**src/core/iorsd_consts.svh**
```systemverilog
// offsets, masks, reset values and timing of the low i/o window
// assumes inclusion by bare name
`ifndef IORSD_CONSTS_SVH
`define IORSD_CONSTS_SVH

// i/o window layout and its mirror in data space
`define IORSD_IO_AW          6
`define IORSD_DATA_OFFSET    8'h20
`define IORSD_EXT_BASE       8'h60
`define IORSD_BIT_IO_LAST    6'h1F

// register indices inside the bit-accessible i/o range
`define IORSD_IDX_PB_PIN     5'h03
`define IORSD_IDX_PB_DIR     5'h04
`define IORSD_IDX_PB_OUT     5'h05
`define IORSD_IDX_PC_PIN     5'h06
`define IORSD_IDX_PC_DIR     5'h07
`define IORSD_IDX_PC_OUT     5'h08
`define IORSD_IDX_PD_PIN     5'h09
`define IORSD_IDX_PD_DIR     5'h0A
`define IORSD_IDX_PD_OUT     5'h0B
`define IORSD_IDX_T0_FLG     5'h15
`define IORSD_IDX_T1_FLG     5'h16
`define IORSD_IDX_T2_FLG     5'h17
`define IORSD_IDX_PC_FLG     5'h1B
`define IORSD_IDX_EX_FLG     5'h1C
`define IORSD_IDX_EX_MSK     5'h1D
`define IORSD_IDX_SCRATCH    5'h1E
`define IORSD_IDX_NV_CTL     5'h1F

// implemented bit positions; the rest reads as zero
`define IORSD_MASK_FULL      8'hFF
`define IORSD_MASK_PORT_C    8'h7F
`define IORSD_MASK_T0_FLG    8'h07
`define IORSD_MASK_T1_FLG    8'h27
`define IORSD_MASK_T2_FLG    8'h07
`define IORSD_MASK_PC_FLG    8'h07
`define IORSD_MASK_EX_FLG    8'h03
`define IORSD_MASK_EX_MSK    8'h03
`define IORSD_MASK_NV_CTL    8'h3F

// reset values
`define IORSD_RST_BYTE       8'h00

// cycles from a taken request to its answer
`define IORSD_LAT_LOCAL      1
`define IORSD_LAT_EXT_READ   2

`endif

```
**src/core/iorsd_pkg.sv**
```systemverilog
// types shared by the i/o register space decoder
// assumes the constant header is compiled alongside
package iorsd_pkg;

	// operation issued by the processor core in one cycle
	typedef enum logic [3:0] {
		IORSD_OP_NONE,
		IORSD_OP_IO_READ,
		IORSD_OP_IO_WRITE,
		IORSD_OP_SET_BIT,
		IORSD_OP_CLEAR_BIT,
		IORSD_OP_SKIP_HIGH,
		IORSD_OP_SKIP_LOW,
		IORSD_OP_MEM_LOAD,
		IORSD_OP_MEM_STORE
	} iorsd_op_t;

	typedef logic [7:0] iorsd_byte_t;

endpackage

```
**src/core/iorsd_flag_bank.sv**
```systemverilog
// bank of sticky status flags cleared by writing one
// assumes same-clock event and clear strobes
`timescale 1ns/10ps
`include "iorsd_consts.svh"
module iorsd_flag_bank #(
	parameter logic [7:0] MASK = 8'hFF
) (
	// clock and reset
	input  wire logic       clk,
	input  wire logic       reset_n,
	// hardware events and software clear strobes
	input  wire logic [7:0] event_set,
	input  wire logic [7:0] clear_one,
	// flag state
	output logic      [7:0] flags
);

	genvar g;

	// per bit: unimplemented positions stay zero, a set beats a clear in the same cycle
	generate
		for (g = 0; g < 8; g++) begin : g_flag
			if (MASK[g]) begin : g_real
				logic flag_reg;
				always_ff @(posedge clk) begin
					if (!reset_n) begin
						flag_reg <= 1'b0;
					end else if (event_set[g]) begin
						flag_reg <= 1'b1;
					end else if (clear_one[g]) begin
						flag_reg <= 1'b0; // see RULE5
					end
				end
				assign flags[g] = flag_reg;
			end else begin : g_none
				assign flags[g] = 1'b0;
			end
		end
	endgenerate

endmodule

```
**src/core/iorsd_pin_sync.sv**
```systemverilog
// three-stage pin synchroniser with agreement filter
// assumes asynchronous pins; stage one feeds only stage two
`timescale 1ns/10ps
module iorsd_pin_sync #(
	parameter int WIDTH = 8
) (
	// clock and reset
	input  wire logic             clk,
	input  wire logic             reset_n,
	// raw pins and filtered value
	input  wire logic [WIDTH-1:0] pin_raw,
	output logic      [WIDTH-1:0] pin_value
);

	genvar g;

	// one chain per bit; the value moves only when stages two and three agree
	generate
		for (g = 0; g < WIDTH; g++) begin : g_bit
			logic s1_reg;
			logic s2_reg;
			logic s3_reg;
			logic val_reg;

			always_ff @(posedge clk) begin
				if (!reset_n) begin
					s1_reg  <= 1'b0;
					s2_reg  <= 1'b0;
					s3_reg  <= 1'b0;
					val_reg <= 1'b0;
				end else begin
					s1_reg <= pin_raw[g];
					s2_reg <= s1_reg;
					s3_reg <= s2_reg;
					if (s2_reg == s3_reg) begin
						val_reg <= s3_reg; // a one-cycle glitch is never taken
					end
				end
			end

			assign pin_value[g] = val_reg;
		end
	endgenerate

endmodule

```
**src/core/iorsd_top.sv**
```systemverilog
// decoder for the low i/o window, its data-space mirror and its bit operations
// assumes one core operation per cycle while busy is low,
// and a peripheral read answer in the cycle ext_req is high
`timescale 1ns/10ps
`include "iorsd_consts.svh"

// Behaviour
// RULE1: software writes zero into reserved bit positions it touches.
// RULE2: software never writes a reserved i/o location.
// RULE3: set-bit and clear-bit modify single bits of registers at i/o 0x00-0x1F.
// RULE4: skip-if-high and skip-if-low test one selected bit of those registers.
// RULE5: status flags clear on a written one; a written zero leaves them alone.
// RULE6: bit operations alter only the addressed bit.
// RULE7: bit operations act only on i/o 0x00-0x1F.
// RULE8: i/o read and write instructions use i/o addresses 0x00-0x3F.
// RULE9: data-space access reaches i/o address N at N plus 0x20.
// RULE10: the i/o address field selects one of 64 locations only.
// RULE11: extended region 0x60-0xFF is reached only through loads and stores.
// RULE12: reserved locations and bits read as zero without side effects.
module iorsd_top
	import iorsd_pkg::*;
(
	// clock and reset
	input  wire logic            clk,
	input  wire logic            reset_n,
	// request from the processor core
	input  wire logic            op_valid,
	input  iorsd_pkg::iorsd_op_t op_kind,
	input  wire logic [5:0]      op_io_addr,
	input  wire logic [7:0]      op_data_addr,
	input  wire logic [2:0]      op_bit,
	input  wire logic [7:0]      op_wdata,
	output logic                 busy,
	// answer to the processor core
	output logic                 rsp_valid,
	output logic [7:0]           rsp_rdata,
	output logic                 rsp_skip,
	output logic                 rsp_error,
	// extended region towards other peripherals
	output logic                 ext_req,
	output logic                 ext_we,
	output logic [7:0]           ext_addr,
	output logic [7:0]           ext_wdata,
	input  wire logic [7:0]      ext_rdata,
	// port pins
	input  wire logic [7:0]      port_b_pins,
	input  wire logic [6:0]      port_c_pins,
	input  wire logic [7:0]      port_d_pins,
	output logic [7:0]           port_b_out,
	output logic [7:0]           port_b_oe,
	output logic [6:0]           port_c_out,
	output logic [6:0]           port_c_oe,
	output logic [7:0]           port_d_out,
	output logic [7:0]           port_d_oe,
	// peripheral events setting status flags
	input  wire logic [7:0]      timer0_events,
	input  wire logic [7:0]      timer1_events,
	input  wire logic [7:0]      timer2_events,
	input  wire logic [7:0]      pin_change_events,
	input  wire logic [7:0]      ext_irq_events,
	// register state seen by peripherals
	output logic [7:0]           timer0_flags,
	output logic [7:0]           timer1_flags,
	output logic [7:0]           timer2_flags,
	output logic [7:0]           pin_change_flags,
	output logic [7:0]           ext_irq_flags,
	output logic [7:0]           ext_irq_mask,
	output logic [7:0]           scratch_0,
	output logic [7:0]           nv_control
);

	// stored control registers
	logic [7:0] pb_dir_reg, pb_out_reg, pd_dir_reg, pd_out_reg;
	logic [7:0] pc_dir_reg, pc_out_reg, ex_msk_reg, scratch_reg, nv_ctl_reg;
	// answer and extended bus registers
	logic       busy_reg, rsp_valid_reg, rsp_skip_reg, rsp_error_reg;
	logic [7:0] rsp_rdata_reg;
	logic       ext_req_reg, ext_we_reg;
	logic [7:0] ext_addr_reg, ext_wdata_reg;
	// synchronised pins
	logic [7:0] pb_pin_val, pd_pin_val;
	logic [6:0] pc_pin_val;
	// decode results
	logic       take, is_io_op, is_bit_op, is_mem_op, is_write, is_read;
	logic [7:0] dadr, bit_mask, local_rd, wr_value, w1c_value;
	logic [4:0] idx;
	logic       in_local, in_ext, in_cpu_regs, bit_range_ok, reserved_hit, local_we;
	logic       ext_go, skip_next, err_next;

	// clear strobes for each flag bank
	logic [7:0] clr_t0, clr_t1, clr_t2, clr_pc, clr_ex;

	assign take = op_valid && !busy_reg;

	// classify the operation
	always_comb begin
		is_bit_op = (op_kind == IORSD_OP_SET_BIT) || (op_kind == IORSD_OP_CLEAR_BIT)
			|| (op_kind == IORSD_OP_SKIP_HIGH) || (op_kind == IORSD_OP_SKIP_LOW);
		is_io_op  = is_bit_op || (op_kind == IORSD_OP_IO_READ)
			|| (op_kind == IORSD_OP_IO_WRITE);
		is_mem_op = (op_kind == IORSD_OP_MEM_LOAD) || (op_kind == IORSD_OP_MEM_STORE);
		is_write  = (op_kind == IORSD_OP_IO_WRITE) || (op_kind == IORSD_OP_MEM_STORE)
			|| (op_kind == IORSD_OP_SET_BIT) || (op_kind == IORSD_OP_CLEAR_BIT);
		is_read   = (op_kind == IORSD_OP_IO_READ) || (op_kind == IORSD_OP_MEM_LOAD);
	end

	// i/o addresses map by the fixed offset; the 6-bit field stops at 0x3F, mapped 0x5F,
	// so only loads and stores reach the extended region
	assign dadr = is_io_op ? (8'(op_io_addr) + `IORSD_DATA_OFFSET) // see RULE9 see RULE10
		: op_data_addr;
	assign idx          = dadr[4:0];
	assign in_cpu_regs  = dadr < `IORSD_DATA_OFFSET;
	assign in_local     = (dadr >= `IORSD_DATA_OFFSET) && (dadr < 8'h40); // see RULE8
	assign in_ext       = !in_local && !in_cpu_regs; // see RULE11
	assign bit_range_ok = op_io_addr <= `IORSD_BIT_IO_LAST; // see RULE3 see RULE7
	assign bit_mask     = 8'h01 << op_bit;

	// read mux of the bit-accessible range; reserved places and bits give zero
	always_comb begin
		local_rd     = 8'h00;
		reserved_hit = 1'b0;
		case (idx)
			`IORSD_IDX_PB_PIN:  local_rd = pb_pin_val;
			`IORSD_IDX_PB_DIR:  local_rd = pb_dir_reg;
			`IORSD_IDX_PB_OUT:  local_rd = pb_out_reg;
			`IORSD_IDX_PC_PIN:  local_rd = {1'b0, pc_pin_val}; // see RULE12
			`IORSD_IDX_PC_DIR:  local_rd = pc_dir_reg & `IORSD_MASK_PORT_C;
			`IORSD_IDX_PC_OUT:  local_rd = pc_out_reg & `IORSD_MASK_PORT_C;
			`IORSD_IDX_PD_PIN:  local_rd = pd_pin_val;
			`IORSD_IDX_PD_DIR:  local_rd = pd_dir_reg;
			`IORSD_IDX_PD_OUT:  local_rd = pd_out_reg;
			`IORSD_IDX_T0_FLG:  local_rd = timer0_flags;
			`IORSD_IDX_T1_FLG:  local_rd = timer1_flags;
			`IORSD_IDX_T2_FLG:  local_rd = timer2_flags;
			`IORSD_IDX_PC_FLG:  local_rd = pin_change_flags;
			`IORSD_IDX_EX_FLG:  local_rd = ext_irq_flags;
			`IORSD_IDX_EX_MSK:  local_rd = ex_msk_reg;
			`IORSD_IDX_SCRATCH: local_rd = scratch_reg;
			`IORSD_IDX_NV_CTL:  local_rd = nv_ctl_reg;
			default: begin
				local_rd     = 8'h00; // see RULE12
				reserved_hit = 1'b1;
			end
		endcase
	end

	// bit operations merge only their own bit into the contents,
	// and set-bit offers write-one-to-clear flags a one at that bit alone; clear-bit offers them zero
	always_comb begin
		wr_value  = op_wdata;
		w1c_value = op_wdata; // see RULE5
		if (op_kind == IORSD_OP_SET_BIT) begin
			wr_value  = local_rd | bit_mask; // see RULE3 see RULE6
			w1c_value = bit_mask; // see RULE6
		end else if (op_kind == IORSD_OP_CLEAR_BIT) begin
			wr_value  = local_rd & ~bit_mask; // see RULE6
			w1c_value = 8'h00; // see RULE6
		end
	end

	// a write lands only in a mapped, in-range location; reserved writes are dropped
	assign local_we = take && is_write && in_local && !reserved_hit // see RULE2
		&& (!is_bit_op || bit_range_ok); // see RULE7

	// clear strobes, one per flag bank
	always_comb begin
		clr_t0 = 8'h00;
		clr_t1 = 8'h00;
		clr_t2 = 8'h00;
		clr_pc = 8'h00;
		clr_ex = 8'h00;
		if (local_we) begin
			case (idx)
				`IORSD_IDX_T0_FLG: clr_t0 = w1c_value; // see RULE5
				`IORSD_IDX_T1_FLG: clr_t1 = w1c_value;
				`IORSD_IDX_T2_FLG: clr_t2 = w1c_value;
				`IORSD_IDX_PC_FLG: clr_pc = w1c_value;
				`IORSD_IDX_EX_FLG: clr_ex = w1c_value;
				default:           clr_t0 = 8'h00;
			endcase
		end
	end

	// port b control
	always_ff @(posedge clk) begin
		if (!reset_n) begin
			pb_dir_reg <= `IORSD_RST_BYTE;
			pb_out_reg <= `IORSD_RST_BYTE;
		end else if (local_we && idx == `IORSD_IDX_PB_DIR) begin
			pb_dir_reg <= wr_value;
		end else if (local_we && idx == `IORSD_IDX_PB_OUT) begin
			pb_out_reg <= wr_value;
		end
	end

	// port c control; bit 7 is absent and never stored
	always_ff @(posedge clk) begin
		if (!reset_n) begin
			pc_dir_reg <= `IORSD_RST_BYTE;
			pc_out_reg <= `IORSD_RST_BYTE;
		end else if (local_we && idx == `IORSD_IDX_PC_DIR) begin
			pc_dir_reg <= wr_value & `IORSD_MASK_PORT_C;
		end else if (local_we && idx == `IORSD_IDX_PC_OUT) begin
			pc_out_reg <= wr_value & `IORSD_MASK_PORT_C;
		end
	end

	// port d control
	always_ff @(posedge clk) begin
		if (!reset_n) begin
			pd_dir_reg <= `IORSD_RST_BYTE;
			pd_out_reg <= `IORSD_RST_BYTE;
		end else if (local_we && idx == `IORSD_IDX_PD_DIR) begin
			pd_dir_reg <= wr_value;
		end else if (local_we && idx == `IORSD_IDX_PD_OUT) begin
			pd_out_reg <= wr_value;
		end
	end

	// mask, scratch and non-volatile control bytes
	always_ff @(posedge clk) begin
		if (!reset_n) begin
			ex_msk_reg  <= `IORSD_RST_BYTE;
			scratch_reg <= `IORSD_RST_BYTE;
			nv_ctl_reg  <= `IORSD_RST_BYTE;
		end else if (local_we) begin
			if (idx == `IORSD_IDX_EX_MSK) begin
				ex_msk_reg <= wr_value & `IORSD_MASK_EX_MSK; // see RULE12
			end
			if (idx == `IORSD_IDX_SCRATCH) begin
				scratch_reg <= wr_value;
			end
			if (idx == `IORSD_IDX_NV_CTL) begin
				nv_ctl_reg <= wr_value & `IORSD_MASK_NV_CTL;
			end
		end
	end

	// skip decision and error for the answer
	always_comb begin
		skip_next = 1'b0;
		if (in_local && bit_range_ok) begin
			if (op_kind == IORSD_OP_SKIP_HIGH) begin
				skip_next = local_rd[op_bit]; // see RULE4
			end else if (op_kind == IORSD_OP_SKIP_LOW) begin
				skip_next = !local_rd[op_bit]; // see RULE4
			end
		end
		err_next = (op_kind == IORSD_OP_NONE) || in_cpu_regs
			|| (is_bit_op && !bit_range_ok) // see RULE7
			|| (is_write && in_local && reserved_hit); // see RULE2
	end

	// extended reads answer a cycle later, so the core is held off meanwhile
	assign ext_go = take && in_ext && (is_read || is_write) && !is_bit_op;

	// answer towards the core
	always_ff @(posedge clk) begin
		if (!reset_n) begin
			busy_reg      <= 1'b0;
			rsp_valid_reg <= 1'b0;
			rsp_rdata_reg <= 8'h00;
			rsp_skip_reg  <= 1'b0;
			rsp_error_reg <= 1'b0;
		end else if (busy_reg) begin
			busy_reg      <= 1'b0;
			rsp_valid_reg <= 1'b1;
			rsp_rdata_reg <= ext_rdata;
			rsp_skip_reg  <= 1'b0;
			rsp_error_reg <= 1'b0;
		end else begin
			busy_reg      <= ext_go && is_read;
			rsp_valid_reg <= take && !(ext_go && is_read);
			rsp_rdata_reg <= (take && is_read && in_local) ? local_rd : 8'h00;
			rsp_skip_reg  <= take && skip_next;
			rsp_error_reg <= take && err_next;
		end
	end

	// request towards peripherals of the extended region and upper i/o window
	always_ff @(posedge clk) begin
		if (!reset_n) begin
			ext_req_reg   <= 1'b0;
			ext_we_reg    <= 1'b0;
			ext_addr_reg  <= 8'h00;
			ext_wdata_reg <= 8'h00;
		end else begin
			ext_req_reg <= ext_go; // see RULE11
			ext_we_reg  <= ext_go && is_write;
			if (ext_go) begin
				ext_addr_reg  <= dadr;
				ext_wdata_reg <= op_wdata;
			end
		end
	end

	// pin synchronisers; pin reads have no side effect
	iorsd_pin_sync #(.WIDTH(8)) u_sync_b (
		.clk       (clk),
		.reset_n   (reset_n),
		.pin_raw   (port_b_pins),
		.pin_value (pb_pin_val)
	);
	iorsd_pin_sync #(.WIDTH(7)) u_sync_c (
		.clk       (clk),
		.reset_n   (reset_n),
		.pin_raw   (port_c_pins),
		.pin_value (pc_pin_val)
	);
	iorsd_pin_sync #(.WIDTH(8)) u_sync_d (
		.clk       (clk),
		.reset_n   (reset_n),
		.pin_raw   (port_d_pins),
		.pin_value (pd_pin_val)
	);

	// flag banks
	iorsd_flag_bank #(.MASK(`IORSD_MASK_T0_FLG)) u_flg_t0 (
		.clk       (clk),
		.reset_n   (reset_n),
		.event_set (timer0_events),
		.clear_one (clr_t0),
		.flags     (timer0_flags)
	);
	iorsd_flag_bank #(.MASK(`IORSD_MASK_T1_FLG)) u_flg_t1 (
		.clk       (clk),
		.reset_n   (reset_n),
		.event_set (timer1_events),
		.clear_one (clr_t1),
		.flags     (timer1_flags)
	);
	iorsd_flag_bank #(.MASK(`IORSD_MASK_T2_FLG)) u_flg_t2 (
		.clk       (clk),
		.reset_n   (reset_n),
		.event_set (timer2_events),
		.clear_one (clr_t2),
		.flags     (timer2_flags)
	);
	iorsd_flag_bank #(.MASK(`IORSD_MASK_PC_FLG)) u_flg_pc (
		.clk       (clk),
		.reset_n   (reset_n),
		.event_set (pin_change_events),
		.clear_one (clr_pc),
		.flags     (pin_change_flags)
	);
	iorsd_flag_bank #(.MASK(`IORSD_MASK_EX_FLG)) u_flg_ex (
		.clk       (clk),
		.reset_n   (reset_n),
		.event_set (ext_irq_events),
		.clear_one (clr_ex),
		.flags     (ext_irq_flags)
	);

	// outputs straight from flip-flops
	assign busy         = busy_reg;
	assign rsp_valid    = rsp_valid_reg;
	assign rsp_rdata    = rsp_rdata_reg;
	assign rsp_skip     = rsp_skip_reg;
	assign rsp_error    = rsp_error_reg;
	assign ext_req      = ext_req_reg;
	assign ext_we       = ext_we_reg;
	assign ext_addr     = ext_addr_reg;
	assign ext_wdata    = ext_wdata_reg;
	assign port_b_out   = pb_out_reg;
	assign port_b_oe    = pb_dir_reg;
	assign port_c_out   = pc_out_reg[6:0];
	assign port_c_oe    = pc_dir_reg[6:0];
	assign port_d_out   = pd_out_reg;
	assign port_d_oe    = pd_dir_reg;
	assign ext_irq_mask = ex_msk_reg;
	assign scratch_0    = scratch_reg;
	assign nv_control   = nv_ctl_reg;

endmodule

```
**config.mk**
```make
export PLATFORM = sky130hd
export DESIGN_NAME = iorsd_top
export DESIGN_NICKNAME = d
export VERILOG_FILES = /design/src/core/iorsd_pkg.sv /design/src/core/iorsd_flag_bank.sv /design/src/core/iorsd_pin_sync.sv /design/src/core/iorsd_top.sv
export VERILOG_INCLUDE_DIRS = /design/src /design/src/core
export SDC_FILE = /design/constraint.sdc
export NUM_CORES = 1
export LEC_CHECK = 0
export BUFFER_PORTS_ARGS = -buffer_cell sky130_fd_sc_hd__buf_2
export CAP_MARGIN = 15
export CORE_MARGIN = 3
export CORE_UTILIZATION = 47
export CTS_CLUSTER_SIZE = 30
export DETAILED_ROUTE_END_ITERATION = 7
export PLACE_DENSITY = 0.82
export SLEW_MARGIN = 20
export SYNTH_ARGS = -nofsm -noshare
export SYNTH_HDL_FRONTEND = slang
export SYNTH_SLANG_ARGS = --single-unit
```
**constraint.sdc**
```tcl
create_clock -name clk -period 3.25 [get_ports clk]
set_clock_uncertainty 0.2 [all_clocks]
set_input_delay 0.4875 -clock clk [delete_from_list [all_inputs] [get_ports clk]]
set_output_delay 0.4875 -clock clk [all_outputs]
set_load 0.1 [all_outputs]
```
==> flow_summary.json <==
{
  "slew_headroom_pct": 63.01,
  "critPathMaxFanout": 9,
  "start_util_pct": 48.97,
  "setup_slack_ns": 0.07946,
  "cts_tree": "done",
  "power_frac_clock_pct": 36.5,
  "postSynthCellCount": 964,
  "die_y_um": 141.6,
  "cts_buffer_depth": 2,
  "layout.cells.non_filler": 1484,
  "netlist_area_um2": 8646,
  "die-area_um2": 20060,
  "whs_ns": 0.05194,
  "num_vias": 8410,
  "maxCapViolations": 0,
  "firstDrtPassIters": 5,
  "synthFlopType": "dfxtp_1",
  "viasPerCell": 5.667,
  "clock.fmax_ghz": 0.3154,
  "p_sw_mw": 1.796,
  "ir_drop_v": 0.0003622,
  "period_minus_slack_ns": 3.171,
  "setup_violations": 0,
  "clk_latency_ns": 0.43,
  "crit_type": "in2reg",
  "synth_top_cell_area_share_pct": 46.08,
  "p_leak_nw": 5.018,
  "fin_setup_tns_ns": 0,
  "synth_top_area_cell": "dfxtp_1",
  "ys_types": 69,
  "critPathCaptureType": "register",
  "synth-edff-count": 0,
  "synthMostInstantiatedCell": "dfxtp_1",
  "area_growth_pct": 32.92,
  "ys_top_cells_by_count": "dfxtp_1, nor2_1, a21oi_1",
  "cts_buffers": 17,
  "drc": 0,
  "htreeDepth": 4,
  "dp_worst_setup_slack_ns": -0.7293,
  "synth_seq_cells": 199,
  "slew_violations": 0,
  "placementRows": 48,
  "wl_mm": 28.52,
  "place.gp.congestion": 1.022,
  "period_share_pct": 97.56,
  "synth.avg_cell_area_um2": 8.969,
  "grt_first_pass_wirelength_mm": 43.26,
  "port_buffers": 184,
  "root_buffer": "clkbuf_16",
  "tightest_slew_ns": 0.5507,
  "cts.clk_slew.worst_paths_ns": 0.08,
  "wire_per_inst_um": 19.22,
  "cellPowerDensity_nw_per_um2": 499.2,
  "critical_path.startpoint_type": "input pin",
  "yosys_warnings": 0,
  "dp_hpwl_mm": 21.29,
  "internal_power_mw": 3.941,
  "final_nets": 1349,
  "hold_path.class": "in2reg",
  "critical_path_required_ns": 3.37,
  "grt_max_degree": 58,
  "cts.sinks": 199,
  "grt_setup_unrepaired": "yes",
  "synth.area.top_cells": "dfxtp_1, and2_1, mux2i_1",
  "grt_usage_pct": 27.38,
  "drt_iter0_drc": 743,
  "run_status": "finished clean",
  "swShare_pct": 31.31,
  "async_reset_ff_share_pct": 0,
  "seq_power_share_pct": 44.1,
  "ys_seq_area_share_pct": 46.08,
  "hold_violations": 0,
  "grt_pass1_vias": 7860,
  "drtAntennaViolNets": 0,
  "cts.hold.buffers_added": 0,
  "antenna_found_initial": 0,
  "dieWidth_um": 141.6,
  "ios": 243,
  "power_frac_comb_pct": 19.4,
  "core_um2": 17660,
  "grt_remaining_overflow": 0,
  "dp_cells": 1443,
  "drive_above_1_share_pct": 34.74,
  "crit_arrival_ns": 3.29
}
==> cell families (layout without fill, tap and decap cells) <==
| family | after synthesis | after routing | synth area share, % |
|---|---|---|---|
| flops | 199 | 199 | 46.08 |
| xor+xnor | 2 | 2 | 0.2026 |
| buf+inv | 116 | 377 | 7.815 |
| other cells | 1 | 34 | 0.04337 |
| fa+ha+maj | 1 | 1 | 0.1302 |
| mux | 51 | 51 | 6.107 |
| compound gates | 241 | 242 | 18.05 |
| simple gates | 353 | 353 | 21.58 |
==> cell usage in the layout, fill, tap and decap left out, types with 9 or more instances in the layout <==
cell / synthesis / final
dfxtp_1: 199 / 199
buf_2: 12 / 184
buf_4: 54 / 133
nor2_1: 97 / 92
a21oi_1: 78 / 78
and2_1: 71 / 71
nand2_1: 60 / 60
o21ai_0: 61 / 56
nand3_1: 43 / 43
mux2i_1: 41 / 41
conb_1: 1 / 33
a211oi_1: 28 / 28
nor3_1: 24 / 20
clkbuf_16: 0 / 18
and3_1: 11 / 11
a22oi_1: 10 / 10
buf_12: 0 / 10
inv_1: 10 / 9
==> stage by stage <==
step                instance area (µm²)  power [mW]  util [%]
floorplan                          8775       3.294         -
global placement                  10550       3.608     59.74
detailed placement                10550       3.616     59.74
CTS                               11220       5.691     63.52
global route                      11490       5.920     65.07
finish                            11490       5.737     65.09
==> layout make-up <==
| class | instances | area, µm² |
|---|---|---|
| Sequential cell | 199 | 3984 |
| Timing Repair Buffer | 336 | 2238 |
| Multi-Input combinational cell | 682 | 4367 |
| Clock inverter | 13 | 142.6 |
| Antenna cell | 1 | 2.502 |
| Clock buffer | 18 | 439.2 |
| Inverter | 10 | 37.54 |
| Fill cell | 1468 | 6165 |
| Tap cell | 225 | 281.5 |
==> critical path, stage by stage <==
cell and delay (ns):
buf_2 0.13, buf_6 0.15, a21boi_4 0.24, o21bai_4 0.14
o221a_4 0.29, buf_4 0.19, nand2_1 0.13, buf_4 0.14
nor3_1 0.04, buf_4 0.15, a221oi_1 0.31, nand4_1 0.26
o21ai_2 0.26, o21ai_4 0.13, mux2i_1 0.18, nor2_1 0.06
==> path summary, 6_finish.rpt <==
path                             from                  endpoint  slack [ns]  cells past startpoint
max                        op_kind[1]              scratch_0[0]        0.08                     16
min                    port_c_pins[0]  u_sync_c.g_bit[0].s1_reg        0.05                      2
max reg2reg                      busy              port_b_oe[1]        0.82                      7
min reg2reg  u_sync_d.g_bit[2].s1_reg  u_sync_d.g_bit[2].s2_reg        0.23                      1
==> metal layers <==
layer / up-vias / global-route usage, % / wire length, µm
met5: - / 0 / 0
met4: 0 / 9.343 / 831
met3: 75 / 7.853 / 2733
met2: 453 / 44.73 / 13420
met1: 3971 / 34.81 / 11530
li1: 3911 / - / -
==> power by group through the flow <==
stage | registers, mW | logic [mW] | clock network (mW)
after floorplan | 2.65 | 0.641 | 0
after global placement | 2.58 | 1.02 | 0
after detailed placement | 2.59 | 1.03 | 0
after CTS | 2.53 | 1.05 | 2.11
after global routing | 2.53 | 1.16 | 2.22
final | 2.53 | 1.12 | 2.09
==> what timing repair did <==
action / 4_1_cts / 5_1_grt
hold endpoints to repair: 0 / 0
pin swaps: 2 / 12
gates cloned: 1 / 1
setup buffers: 1 / 6
setup endpoints to repair: 77 / 67
resized for setup: 15 / 42
Power figures use the tool's default switching activity.
